File: config.mk
export PLATFORM = sky130hd
export DESIGN_NAME = vr_fault_supervisor
export DESIGN_NICKNAME = d
export VERILOG_FILES = /design/src/common/vr_fault_supervisor_pkg.sv /design/src/hdl/vr_fault_supervisor.sv
export VERILOG_INCLUDE_DIRS = /design/src /design/src/common
export SDC_FILE = /design/constraint.sdc
export NUM_CORES = 1
export LEC_CHECK = 0
export ABC_CLOCK_PERIOD_IN_PS = 5100
export BUFFER_PORTS_ARGS = -buffer_cell sky130_fd_sc_hd__buf_2
export CAP_MARGIN = 25
export CORE_MARGIN = 2
export CORE_UTILIZATION = 35
export CTS_BUF_LIST = sky130_fd_sc_hd__clkbuf_4 sky130_fd_sc_hd__clkbuf_8 sky130_fd_sc_hd__clkbuf_16
export CTS_CLUSTER_DIAMETER = 30
export DETAILED_ROUTE_END_ITERATION = 12
export PLACE_DENSITY = 0.63
export RECOVER_POWER = 100
export SLEW_MARGIN = 20
export SYNTH_ARGS = -nofsm -noshare
export SYNTH_HDL_FRONTEND = slang
export SYNTH_SLANG_ARGS = --single-unit
export TNS_END_PERCENT = 50
File: constraint.sdc
create_clock -name ref_clk_i -period 5.1 [get_ports ref_clk_i]
set_clock_uncertainty 0.05 [all_clocks]
set_input_delay 0 -clock ref_clk_i [delete_from_list [all_inputs] [get_ports ref_clk_i]]
set_output_delay 0 -clock ref_clk_i [all_outputs]
set_load 0.01 [all_outputs]
File: src/common/vr_fault_supervisor_params.svh
// offsets, field positions, reset values and timing counts of the supervisor
`ifndef VR_FAULT_SUPERVISOR_PARAMS_SVH
`define VR_FAULT_SUPERVISOR_PARAMS_SVH

// ***************************************************************
// clock and timing
// ***************************************************************
`define REF_CLK_MHZ          250
`define READY_DELAY_NS       85000
`define READY_DELAY_CYC      ((`READY_DELAY_NS * `REF_CLK_MHZ) / 1000)
`define GUARD_RESP_NS        20
`define GUARD_RESP_CYC       ((`GUARD_RESP_NS * `REF_CLK_MHZ) / 1000)
`define HICCUP_SW_CYCLES     4096
`define CHAN_OC_RUN          8
`define CHANNELS             6

// ***************************************************************
// register map
// ***************************************************************
`define ADDR_W               8
`define REG_CTRL             8'h00
`define REG_STATUS           8'h04
`define REG_RETRIES          8'h08
`define CTRL_RESET           32'h0000_0000
`define CTRL_SW_OFF_BIT      0

// status field positions
`define ST_PGOOD_BIT         0
`define ST_OV_LATCH_BIT      1
`define ST_OV_LOW_BIT        2
`define ST_HICCUP_BIT        3
`define ST_UV_BIT            4
`define ST_FAN_BIT           5
`define ST_HOT_BIT           6
`define ST_VID_OK_BIT        7
`define ST_VID_OFF_BIT       8
`define ST_STATE_LSB         12

`endif

File: src/common/vr_fault_supervisor_pkg.sv
// types shared by the fault supervisor
package vr_fault_supervisor_pkg;

  typedef enum logic [1:0] {
    ST_OFF    = 2'b00,
    ST_RUN    = 2'b01,
    ST_HICCUP = 2'b10,
    ST_OV     = 2'b11
  } sup_state_t;

endpackage

File: src/hdl/vr_fault_supervisor.sv
// fault supervisor: power good, overvoltage, overcurrent hiccup, thermal
`timescale 1ns/1ps
`include "vr_fault_supervisor_params.svh"

// Overview of operation
// - power good low in shutdown; high after soft-start done plus ready delay
// - power good low on under/overvoltage, disable, reset or off-code
// - undervoltage below half of VID holds power good low
// - undervoltage clears only when output recovers to sixty percent of VID
// - overvoltage guard active from reset whether enabled or not
// - fixed overvoltage level used until a valid VID is seen
// - after valid VID, trip level is VID plus 175mV
// - overvoltage drives all PWM low until diff sense falls below 0.4V
// - after diff sense below limit, PWM outputs go high impedance
// - each recurring overvoltage drives PWM low again, without limit
// - overvoltage stops normal switching until an enable, software off or supply cycles
// - VID code changes never clear a latched overvoltage
// - average current above reference starts overcurrent shutdown at once
// - one channel over reference eight straight switching cycles trips
// - overcurrent shutdown puts every PWM output in high impedance quickly
// - stay off 4096 switching cycles, then soft-start again if enabled
// - hiccup shutdown, wait, retry repeats until disabled or fault gone
// - fan request released below 33%, pulled low above 39% of supply
// - overtemp alert released below 28%, pulled low above 33% of supply
// - fan and overtemp outputs are open drain: pull low or release
// - all PWM outputs high impedance while in shutdown
// - off-code after boot plateau shuts down until enable or supply cycles
module vr_fault_supervisor #(
  parameter int unsigned READY_DELAY_CYCLES = `READY_DELAY_CYC,
  parameter int unsigned HICCUP_CYCLES      = `HICCUP_SW_CYCLES
) (
  input  wire logic                   ref_clk_i,
  input  wire logic                   rst_n_i,
  // enable comparators
  input  wire logic                   power_enable_in_i,
  input  wire logic                   rail_enable_in_i,
  // voltage comparator flags
  input  wire logic                   uv_below_half_i,
  input  wire logic                   uv_above_sixty_i,
  input  wire logic                   ov_fixed_trip_i,
  input  wire logic                   ov_vid_trip_i,
  input  wire logic                   diff_sense_low_i,
  // current comparator flags
  input  wire logic                   avg_oc_i,
  input  wire logic [`CHANNELS-1:0]   chan_oc_i,
  // thermal comparator flags
  input  wire logic                   tm_below_28_i,
  input  wire logic                   tm_below_33_i,
  input  wire logic                   tm_above_33_i,
  input  wire logic                   tm_above_39_i,
  // soft-start sequencer and modulator, same clock
  input  wire logic                   sw_cycle_tick_i,
  input  wire logic                   softstart_done_i,
  input  wire logic                   vid_valid_i,
  input  wire logic                   vid_off_i,
  input  wire logic [`CHANNELS-1:0]   pwm_i,
  output logic                        softstart_run_o,
  output logic                        softstart_restart_o,
  // PWM pins to the MOSFET drivers
  output logic      [`CHANNELS-1:0]   pwm_o,
  output logic      [`CHANNELS-1:0]   pwm_oe_o,
  // open-drain status pins
  output logic                        power_good_out_o,
  output logic                        power_good_out_oe_o,
  output logic                        fan_request_out_o,
  output logic                        fan_request_out_oe_o,
  output logic                        overtemp_alert_out_o,
  output logic                        overtemp_alert_out_oe_o,
  // register port
  input  wire logic [`ADDR_W-1:0]     reg_addr_i,
  input  wire logic [31:0]            reg_wdata_i,
  input  wire logic                   reg_wr_i,
  input  wire logic                   reg_rd_i,
  output logic      [31:0]            reg_rdata_o
);

  // ***************************************************************
  // input synchronisers
  // ***************************************************************
  localparam int unsigned NSYNC = 11 + `CHANNELS;

  logic [NSYNC-1:0] sync1_r;
  logic [NSYNC-1:0] sync2_r;
  wire  [NSYNC-1:0] async_in;

  assign async_in = {chan_oc_i, avg_oc_i, tm_above_39_i, tm_above_33_i,
                     tm_below_33_i, tm_below_28_i, diff_sense_low_i,
                     ov_vid_trip_i, ov_fixed_trip_i, uv_above_sixty_i,
                     uv_below_half_i, power_enable_in_i & rail_enable_in_i};

  // the second stage alone feeds the fault logic
  always_ff @(posedge ref_clk_i or negedge rst_n_i) begin
    if (!rst_n_i) begin
      sync1_r <= '0;
      sync2_r <= '0;
    end else begin
      sync1_r <= async_in;
      sync2_r <= sync1_r;
    end
  end

  wire                 en_s     = sync2_r[0];
  wire                 uv_lo_s  = sync2_r[1];
  wire                 uv_hi_s  = sync2_r[2];
  wire                 ovf_s    = sync2_r[3];
  wire                 ovv_s    = sync2_r[4];
  wire                 dlow_s   = sync2_r[5];
  wire                 t28_s    = sync2_r[6];
  wire                 t33lo_s  = sync2_r[7];
  wire                 t33hi_s  = sync2_r[8];
  wire                 t39_s    = sync2_r[9];
  wire                 avg_s    = sync2_r[10];
  wire [`CHANNELS-1:0] chan_s   = sync2_r[NSYNC-1:11];

  // ***************************************************************
  // register port
  // ***************************************************************
  logic        sw_off_r;
  logic [7:0]  retries_r;
  logic [31:0] rdata_r;
  logic [31:0] status_w;

  wire wr_ctrl    = reg_wr_i && (reg_addr_i == `REG_CTRL);
  wire wr_retries = reg_wr_i && (reg_addr_i == `REG_RETRIES);
  wire hit_ctrl   = reg_addr_i == `REG_CTRL;
  wire hit_status = reg_addr_i == `REG_STATUS;
  wire hit_retry  = reg_addr_i == `REG_RETRIES;

  wire [31:0] rd_mux = hit_ctrl   ? {31'h0000_0000, sw_off_r} :
                       hit_status ? status_w :
                       hit_retry  ? {24'h00_0000, retries_r} :
                                    32'h0000_0000;

  always_ff @(posedge ref_clk_i or negedge rst_n_i) begin
    if (!rst_n_i) begin
      sw_off_r <= 1'(`CTRL_RESET);
      rdata_r  <= 32'h0000_0000;
    end else begin
      if (wr_ctrl)
        sw_off_r <= reg_wdata_i[`CTRL_SW_OFF_BIT];
      rdata_r <= reg_rd_i ? rd_mux : 32'h0000_0000;
    end
  end

  assign reg_rdata_o = rdata_r;

  // ***************************************************************
  // main state
  // ***************************************************************
  vr_fault_supervisor_pkg::sup_state_t state_r;
  vr_fault_supervisor_pkg::sup_state_t state_nxt;

  logic        vid_ok_r;
  logic        vid_off_r;
  logic        ov_low_r;
  logic        uv_r;
  logic        restart_r;
  logic [12:0] hic_cnt_r;
  logic [`CHANNELS-1:0] chan_trip;

  wire running = state_r == vr_fault_supervisor_pkg::ST_RUN;
  wire in_hic  = state_r == vr_fault_supervisor_pkg::ST_HICCUP;
  wire in_ov   = state_r == vr_fault_supervisor_pkg::ST_OV;

  // disable sources: enable pins, software off, latched off-code
  wire enable_ok = en_s && !sw_off_r && !vid_off_r;

  // fixed level until a valid VID, then VID-relative level
  wire ov_trip  = vid_ok_r ? ovv_s : ovf_s;
  wire oc_trip  = avg_s || (|chan_trip);
  wire hic_done = sw_cycle_tick_i &&
                  (hic_cnt_r == 13'(HICCUP_CYCLES - 1));

  always_comb begin
    state_nxt = state_r;
    unique case (state_r)
      vr_fault_supervisor_pkg::ST_OFF: begin
        if (enable_ok)
          state_nxt = vr_fault_supervisor_pkg::ST_RUN;
      end
      vr_fault_supervisor_pkg::ST_RUN: begin
        if (!enable_ok)
          state_nxt = vr_fault_supervisor_pkg::ST_OFF;
        else if (oc_trip)
          state_nxt = vr_fault_supervisor_pkg::ST_HICCUP;
      end
      vr_fault_supervisor_pkg::ST_HICCUP: begin
        if (!enable_ok)
          state_nxt = vr_fault_supervisor_pkg::ST_OFF;
        else if (hic_done)
          state_nxt = vr_fault_supervisor_pkg::ST_RUN;
      end
      vr_fault_supervisor_pkg::ST_OV: begin
        // only an enable drop or software off leaves; VID activity is ignored here
        if (!en_s || sw_off_r)
          state_nxt = vr_fault_supervisor_pkg::ST_OFF;
      end
    endcase
    // guard watches in every state, including shutdown
    if (ov_trip)
      state_nxt = vr_fault_supervisor_pkg::ST_OV;
  end

  wire enter_run = (state_nxt == vr_fault_supervisor_pkg::ST_RUN) &&
                   !running;

  always_ff @(posedge ref_clk_i or negedge rst_n_i) begin
    if (!rst_n_i) begin
      state_r   <= vr_fault_supervisor_pkg::ST_OFF;
      restart_r <= 1'b0;
    end else begin
      state_r   <= state_nxt;
      restart_r <= enter_run;
    end
  end

  // ***************************************************************
  // VID tracking and off-code latch
  // ***************************************************************
  wire vid_ok_nxt  = running && (vid_ok_r || vid_valid_i);
  // off-code latch clears only when the enables themselves drop
  wire vid_off_nxt = en_s && (vid_off_r || (running && vid_off_i));

  always_ff @(posedge ref_clk_i or negedge rst_n_i) begin
    if (!rst_n_i) begin
      vid_ok_r  <= 1'b0;
      vid_off_r <= 1'b0;
    end else begin
      vid_ok_r  <= vid_ok_nxt;
      vid_off_r <= vid_off_nxt;
    end
  end

  // ***************************************************************
  // overvoltage drive-low phase
  // ***************************************************************
  // a new trip wins over the diff-sense release in the same cycle
  wire ov_low_nxt = ov_trip ||
                    (ov_low_r && in_ov && !dlow_s);

  always_ff @(posedge ref_clk_i or negedge rst_n_i) begin
    if (!rst_n_i)
      ov_low_r <= 1'b0;
    else
      ov_low_r <= ov_low_nxt;
  end

  // ***************************************************************
  // per-channel overcurrent run counters
  // ***************************************************************
  genvar g;
  generate
    for (g = 0; g < `CHANNELS; g++) begin : g_chan
      logic [3:0] run_r;
      wire        full = run_r == 4'(`CHAN_OC_RUN);
      assign chan_trip[g] = full;
      always_ff @(posedge ref_clk_i or negedge rst_n_i) begin
        if (!rst_n_i)
          run_r <= 4'h0;
        else if (!running)
          run_r <= 4'h0;
        else if (sw_cycle_tick_i) begin
          if (!chan_s[g])
            run_r <= 4'h0;
          else if (!full)
            run_r <= run_r + 4'h1;
        end
      end
    end
  endgenerate

  // ***************************************************************
  // hiccup wait and retry counter
  // ***************************************************************
  always_ff @(posedge ref_clk_i or negedge rst_n_i) begin
    if (!rst_n_i)
      hic_cnt_r <= 13'h0000;
    else if (!in_hic)
      hic_cnt_r <= 13'h0000;
    else if (sw_cycle_tick_i)
      hic_cnt_r <= hic_cnt_r + 13'h0001;
  end

  // hardware increment wins over a software clear
  always_ff @(posedge ref_clk_i or negedge rst_n_i) begin
    if (!rst_n_i)
      retries_r <= 8'h00;
    else if (running && oc_trip && enable_ok && !ov_trip) begin
      if (retries_r != 8'hff)
        retries_r <= retries_r + 8'h01;
    end else if (wr_retries)
      retries_r <= 8'h00;
  end

  // ***************************************************************
  // undervoltage hysteresis and ready delay
  // ***************************************************************
  logic [14:0] rdy_cnt_r;
  logic        rdy_r;
  logic        pgood_r;

  wire uv_nxt   = running && (uv_lo_s || (uv_r && !uv_hi_s));
  wire ss_ok    = running && softstart_done_i;
  wire rdy_hit  = rdy_cnt_r == 15'(READY_DELAY_CYCLES - 1);
  wire pg_nxt   = ss_ok && rdy_r && !uv_nxt &&
                  !ov_trip && enable_ok;

  always_ff @(posedge ref_clk_i or negedge rst_n_i) begin
    if (!rst_n_i) begin
      uv_r      <= 1'b0;
      rdy_cnt_r <= 15'h0000;
      rdy_r     <= 1'b0;
      pgood_r   <= 1'b0;
    end else begin
      uv_r <= uv_nxt;
      if (!ss_ok) begin
        rdy_cnt_r <= 15'h0000;
        rdy_r     <= 1'b0;
      end else if (!rdy_r) begin
        rdy_cnt_r <= rdy_cnt_r + 15'h0001;
        rdy_r     <= rdy_hit;
      end
      pgood_r <= pg_nxt;
    end
  end

  // ***************************************************************
  // thermal hysteresis
  // ***************************************************************
  logic fan_pull_r;
  logic hot_pull_r;

  // rising-side threshold wins if both flags glitch together
  wire fan_nxt = t39_s || (fan_pull_r && !t33lo_s);
  wire hot_nxt = t33hi_s || (hot_pull_r && !t28_s);

  always_ff @(posedge ref_clk_i or negedge rst_n_i) begin
    if (!rst_n_i) begin
      fan_pull_r <= 1'b0;
      hot_pull_r <= 1'b0;
    end else begin
      fan_pull_r <= fan_nxt;
      hot_pull_r <= hot_nxt;
    end
  end

  // ***************************************************************
  // PWM gating
  // ***************************************************************
  logic [`CHANNELS-1:0] pwm_r;
  logic [`CHANNELS-1:0] pwm_oe_r;

  // registered from next-state terms so a trip reaches the pins in one edge
  wire normal_nxt = (state_nxt == vr_fault_supervisor_pkg::ST_RUN);
  wire drive_low  = (state_nxt == vr_fault_supervisor_pkg::ST_OV) &&
                    ov_low_nxt;
  wire [`CHANNELS-1:0] pwm_nxt = normal_nxt ? pwm_i : '0;
  wire [`CHANNELS-1:0] oe_nxt  = (normal_nxt || drive_low) ?
                                 {`CHANNELS{1'b1}} : '0;

  always_ff @(posedge ref_clk_i or negedge rst_n_i) begin
    if (!rst_n_i) begin
      pwm_r    <= '0;
      pwm_oe_r <= '0;
    end else begin
      pwm_r    <= pwm_nxt;
      pwm_oe_r <= oe_nxt;
    end
  end

  // ***************************************************************
  // outputs
  // ***************************************************************
  assign pwm_o                   = pwm_r;
  assign pwm_oe_o                = pwm_oe_r;
  // open drain: the data level is always low, the enable pulls
  assign power_good_out_o        = 1'b0;
  assign power_good_out_oe_o     = !pgood_r;
  assign fan_request_out_o       = 1'b0;
  assign fan_request_out_oe_o    = fan_pull_r;
  assign overtemp_alert_out_o    = 1'b0;
  assign overtemp_alert_out_oe_o = hot_pull_r;
  assign softstart_run_o         = running;
  assign softstart_restart_o     = restart_r;

  always_comb begin
    status_w = 32'h0000_0000;
    status_w[`ST_PGOOD_BIT]   = pgood_r;
    status_w[`ST_OV_LATCH_BIT] = in_ov;
    status_w[`ST_OV_LOW_BIT]  = ov_low_r;
    status_w[`ST_HICCUP_BIT]  = in_hic;
    status_w[`ST_UV_BIT]      = uv_r;
    status_w[`ST_FAN_BIT]     = fan_pull_r;
    status_w[`ST_HOT_BIT]     = hot_pull_r;
    status_w[`ST_VID_OK_BIT]  = vid_ok_r;
    status_w[`ST_VID_OFF_BIT] = vid_off_r;
    status_w[`ST_STATE_LSB +: 2] = state_r;
  end

endmodule

==> Yosys cells after proc, flatten, opt, wreduce, memory -nomap -nowiden <==
Cells that the tools add are included.
{ "classes": {"mux": 48, "add_sub_neg": 9, "n_reduce_logical": 55, "bitwise_logic": 1, "eq_ne": 26} }
{ "ops": {"columns": ["cell", "count"], "rows": [
  ["two-way mux 4 bit", 24],
  ["two-way mux 14 bit", 3],
  ["two-way mux 8 bit", 4],
  ["two-way mux 15 bit", 2],
  ["two-way mux 13 bit", 2],
  ["adder 4 x 1 -> 4 bit (second input constant)", 6],
  ["== test 4 bit (second input constant)", 6],
  ["logical AND 1 bit", 24],
  ["!= test 3 bit (second input constant)", 6],
  ["adder 15 x 1 -> 15 bit (second input constant)", 1],
  ["== test 15 bit (second input constant)", 1],
  ["two-way mux 2 bit", 7],
  ["AND reduction 2 bit", 7],
  ["adder 13 x 1 -> 13 bit (second input constant)", 1],
  ["== test 13 x 12 -> 1 bit (second input constant)", 1],
  ["two-way mux 6 bit", 2],
  ["zero test 1 bit", 11],
  ["logical OR 1 bit", 9],
  ["adder 8 x 1 -> 8 bit (second input constant)", 1],
  ["== test 8 x 3 -> 1 bit (second input constant)", 1],
  ["== test 8 x 4 -> 1 bit (second input constant)", 1],
  ["zero test 8 bit", 1],
  ["!= test 8 bit (second input constant)", 1],
  ["case mux 2 bit (4 select lines)", 1],
  ["other kinds (9)", 16]
]} }
{ "totals": {"wordCells": 164, "out_inout_bits": 52, "reg_bits": 132, "input_bits": 72} }

==> Logic depth before layout (Yosys ltp) <==
{ "depth": {"ltp_word": 11, "mapped_depth": 8, "depth_no_buf": 7} }

==> Least setup slack after synthesis <==
Ideal clock, no wire load.
{ "synth_timing": {"kind": "flip-flop to flip-flop", "startpoint": "reg g_chan[2].run_r[0]", "endpoint": "reg retries_r[0]", "arrival_time_ns": 1.736, "n_path_buf": 1, "path_stages_with_launch": 9, "synth_period_minus_slack_ns": 1.911, "required_ns": 4.925, "setup_time_ns": 0.125, "slack_ns": 3.189, "path_cell_list": "dfrtp_1 -> inv_1 -> ha_1 -> and3b_1 -> nor4_4 -> a21oi_2 -> buf_6 -> mux2i_1 -> mux2_2"} }
{ "synth_between": {"elab_chain_len": 8, "word_cells_on_any_way": 10} }
{ "synth_lines": {"columns": ["item", "line", "rtl"], "rows": [
  ["from (decl)", "vr_fault_supervisor.sv:254", "logic [3:0] run_r;"],
  ["from (signal assigned)", "vr_fault_supervisor.sv:266", "run_r <= run_r + 4'h1;"],
  ["== test 4 bit *", "vr_fault_supervisor.sv:255", "wire full = run_r == 4'(`CHAN_OC_RUN);"],
  ["OR reduction 6 bit *", "vr_fault_supervisor.sv:170", "wire oc_trip = avg_s || (|chan_trip);"],
  ["logical OR 1 bit *", "vr_fault_supervisor.sv:170", null],
  ["logical AND 1 bit * (3 in series)", "vr_fault_supervisor.sv:288", "else if (running && oc_trip && enable_ok && !ov_trip) begin"],
  ["!= test 2 x 1 -> 1 bit (no source line) / nonzero test 2 bit (equally long branches)", null, null],
  ["AND reduction 2 bit (no source line)", null, null],
  ["to (signal assigned)", "vr_fault_supervisor.sv:290", "retries_r <= retries_r + 8'h01;"],
  ["to (decl)", "vr_fault_supervisor.sv:119", "logic [7:0] retries_r;"]
]} }
Mark *: on every way between the ends. The rest lies on a longest branch, timed or not.
A chain may end at the register's enable or synchronous reset.

==> Worst setup path in the final report <==
{ "layout_timing": {"startpoint": "reg state_r[1]", "endpoint": "reg retries_r[5]"} }
{ "layout_between": {"elab_chain_len": 6, "word_cells_on_any_way": 8} }
{ "layout_lines": {"columns": ["item", "line", "rtl"], "rows": [
  ["from (decl)", "vr_fault_supervisor.sv:150", "vr_fault_supervisor_pkg::sup_state_t state_r;"],
  ["from (signal assigned)", "vr_fault_supervisor.sv:209", "state_r <= vr_fault_supervisor_pkg::ST_OFF;"],
  ["from (signal assigned)", "vr_fault_supervisor.sv:212", "state_r <= state_nxt;"],
  ["== test 2 x 1 -> 1 bit *", "vr_fault_supervisor.sv:161", "wire running = state_r == vr_fault_supervisor_pkg::ST_RUN;"],
  ["logical AND 1 bit * (3 in series)", "vr_fault_supervisor.sv:288", null],
  ["!= test 2 x 1 -> 1 bit (no source line) / nonzero test 2 bit (equally long branches)", null, null],
  ["AND reduction 2 bit (no source line)", null, null]
]} }
Marked as above.

==> qor.yml <==
outcome: "completed"
wl_um: 11500
yosysTopAreaCell: "dfrtp_1"
ctsHtreeMaxLevel: 4
p_leak_uw: 0.00316
hold_start: "reg_addr_i[0]"
dp_slack_ns: 2.54
regArea_sq_um: 3100
grt.overflow.total: 0
cts_buffer_depth: 2
cp.required_ns: 5.34
grt_pass1_vias: 4200
yosysWarnings: 0
diodes: 0
via_per_inst: 4.79
grt_max_degree: 64
path_clk_slew_ns: 0.06
fin_area_sq_um: 7050
multi_input_area_sq_um: 2280
post-route-util: 0.442
max_stage_delay_ns: 0.75
cpLargestDelayFamily: "compound AO/OA/AOI/OAI gates"
setup_tns_ns: 0
gp_congestion: 0.786
drive_gt1_frac: 0.125
synth_top_area_share: 0.542
fillers: 1501
wl_per_cell_um: 13.1
antenna_left: 0
io_buffers: 68
powerDensity_nw_per_um2: 356
start_util: 0.359
netlist_top_cells_count: "dfrtp_1, nor2_1, nand2_1"
synth.most_common_cell: "dfrtp_1"
clk_latency_ns: 0.41
dr.pass1.iters: 4
cts_tree: "done"
reg2reg_slack_ns: 1.83
post-route-period-util: 0.642
synth_edf_count: 0
max_slew.worst_pin.slew_ns: 1.20
async_reset_ff_frac: 1.00
max_freq_ghz: 0.305
num-nets-final: 738
cts_buffers: 17
slew_viol_final: 0
min_path_cells: 4
place.detailed.hpwl_um: 7580
crit_buf_inv: 1
setup_viol: 0
drt-initial-drc-count: 236
grt_usage: 0.140
arrival_ns: 3.52
grt_pass1_wl_um: 19800
synth_top_flop_cell: "dfrtp_1"
peakVddDrop_uv: 328
min_to: "reg_rdata_o[6]$_DFF_PN0_"
criticalPathCategory: "flop to flop"
num_vias: 4213
crit_path_start_kind: "flop"
netlist_instances: 548
syn_to_final_growth_pct: 23.2
post-route-drc-count: 0
die_w_um: 132
dieArea_sq_um: 17400
rr_endpoint: "retries_r[5]$_DFFE_PN0P_"
num_rows: 46
syn-mean-instance-area_sq_um: 10.4
min_path_type: "input port to flop"
place_area_sq_um: 6150
synth_area_sq_um: 5720
post-cts-setup-buffers: 0
reg2reg_depth: 6
critPathCaptureType: "flop"
crit_path_cell_trace: "nand2b_1 -> inv_1 -> nand4_1 -> a21oi_1 -> nor2_1 -> a221o_1"
worstPathMaxFanout: 29
yosysUniqueCellTypes: 57
synth_seq_cells: 124
ys_seq_area_frac: 0.542
cts_num_sinks: 124
final_hold_viol_count: 0
relSlewSlack: 0.199
r2r_start: "state_r[1]$_DFF_PN0_"
crit_slowest_cell: "a21oi_1"
die_y_um: 132
design.core.area_sq_um: 15900
rsz0062_at_grt: "false"
fin_crit_ns: 3.27
finalWorstSetupSlack_ns: 1.83
ioPinCount: 124
drv_cap: 0
antenna_found_initial: 0
cts-root-buf: "clkbuf_16"
synthTopCellsByArea: "dfrtp_1, nor2_1, buf_4"
==> repair_timing <==
item                                    CTS  global route
endpoints found under the setup margin    0             0
hold endpoints to repair                101             0
gates resized for setup                   0             0
hold buffers                             35             0
==> how the worst max path moves through the flow <==
stage / to / cells after the start / slack [ns] / from
after global routing: retries_r[5]$_DFFE_PN0P_ / 6 / 1.50 / state_r[1]$_DFF_PN0_
after detailed placement: retries_r[5]$_DFFE_PN0P_ / 6 / 2.54 / state_r[1]$_DFF_PN0_
after global placement: retries_r[5]$_DFFE_PN0P_ / 6 / 2.24 / state_r[1]$_DFF_PN0_
final: retries_r[5]$_DFFE_PN0P_ / 6 / 1.83 / state_r[1]$_DFF_PN0_
after floorplan: retries_r[0]$_DFFE_PN0P_ / 8 / 3.19 / g_chan[2].run_r[0]$_DFFE_PN0P_
after CTS: retries_r[5]$_DFFE_PN0P_ / 6 / 2.54 / state_r[1]$_DFF_PN0_
==> cell families after synthesis <==
family	count (synthesis)	share of synthesized area
other	1	0.000655
flip-flops	124	0.542
buffers and inverters	70	0.0671
multiplexers	7	0.0129
XOR/XNOR	21	0.0321
adder cells (fa/ha/maj)	16	0.0350
AND/OR/NAND/NOR	232	0.221
AO/OA/AOI/OAI	77	0.0890
==> stage by stage <==
stage | hold WS, ns | cells | power [uW]
2_1_floorplan | -0.346 | 571 | 1180
3_3_place_gp | 0.0579 | 812 | 1230
3_5_place_dp | 0.0594 | 812 | 1240
4_1_cts | 0.00354 | 879 | 2540
5_1_grt | 0.0795 | 879 | 2610
6_report | 0.0411 | 879 | 2510
==> state kept, by name, indices dropped and copies added, names as in the netlist, 2 cells and up <==
name,cells
g_chan.run_r,24
sync2_r,17
pwm_o,6
retries_r,8
hic_cnt_r,13
state_r,2
sync1_r,17
rdy_cnt_r,15
reg_rdata_o,11
==> worst register-to-register path: stages (launching register included) <==
cell      delay, ns
dfrtp_1        0.43
nand2b_1       0.73
inv_1          0.45
nand4_1        0.15
a21oi_1        0.75
nor2_1         0.21
a221o_1        0.39
==> layout by cell type (no fill, tap or decap), drive strengths merged, types with 13 or more instances in the layout <==
cell type and instances:
and3 13, nand3 20, nor2 64, a21oi 26
clkbuf 47, nand2 43, o21ai 19, conb 24
ha 16, dlygate4sd3 35, nand4 18, xor2 14
inv 26, buf 40, dfrtp 124, nor2b 15
==> layout make-up <==
cell class | count | area share
flip-flops and latches | 124 | 0.440
multi-input cells | 377 | 0.324
repair buffers | 104 | 0.0942
clock buffers | 18 | 0.0623
well taps | 216 | 0.0383
clock inverters | 14 | 0.0277
inverters | 26 | 0.0138
==> routing by layer <==
layer | track usage | vias up | routed length [um]
met1 | 0.171 | 2068 | 5070
met3 | 0.0392 | 16 | 476
met2 | 0.231 | 90 | 5710
li1 | - | 2039 | -
met5 | 0 | - | 0
met4 | 0.0646 | 0 | 252
==> power by group <==
| group | internal, uW | leakage, uW | switching, uW |
|---|---|---|---|
| clock network | 830 | 0.000298 | 441 |
| logic | 72.3 | 0.00124 | 112 |
| registers | 1020 | 0.00162 | 33.6 |
No activity file was read; power rests on OpenSTA's default activity.
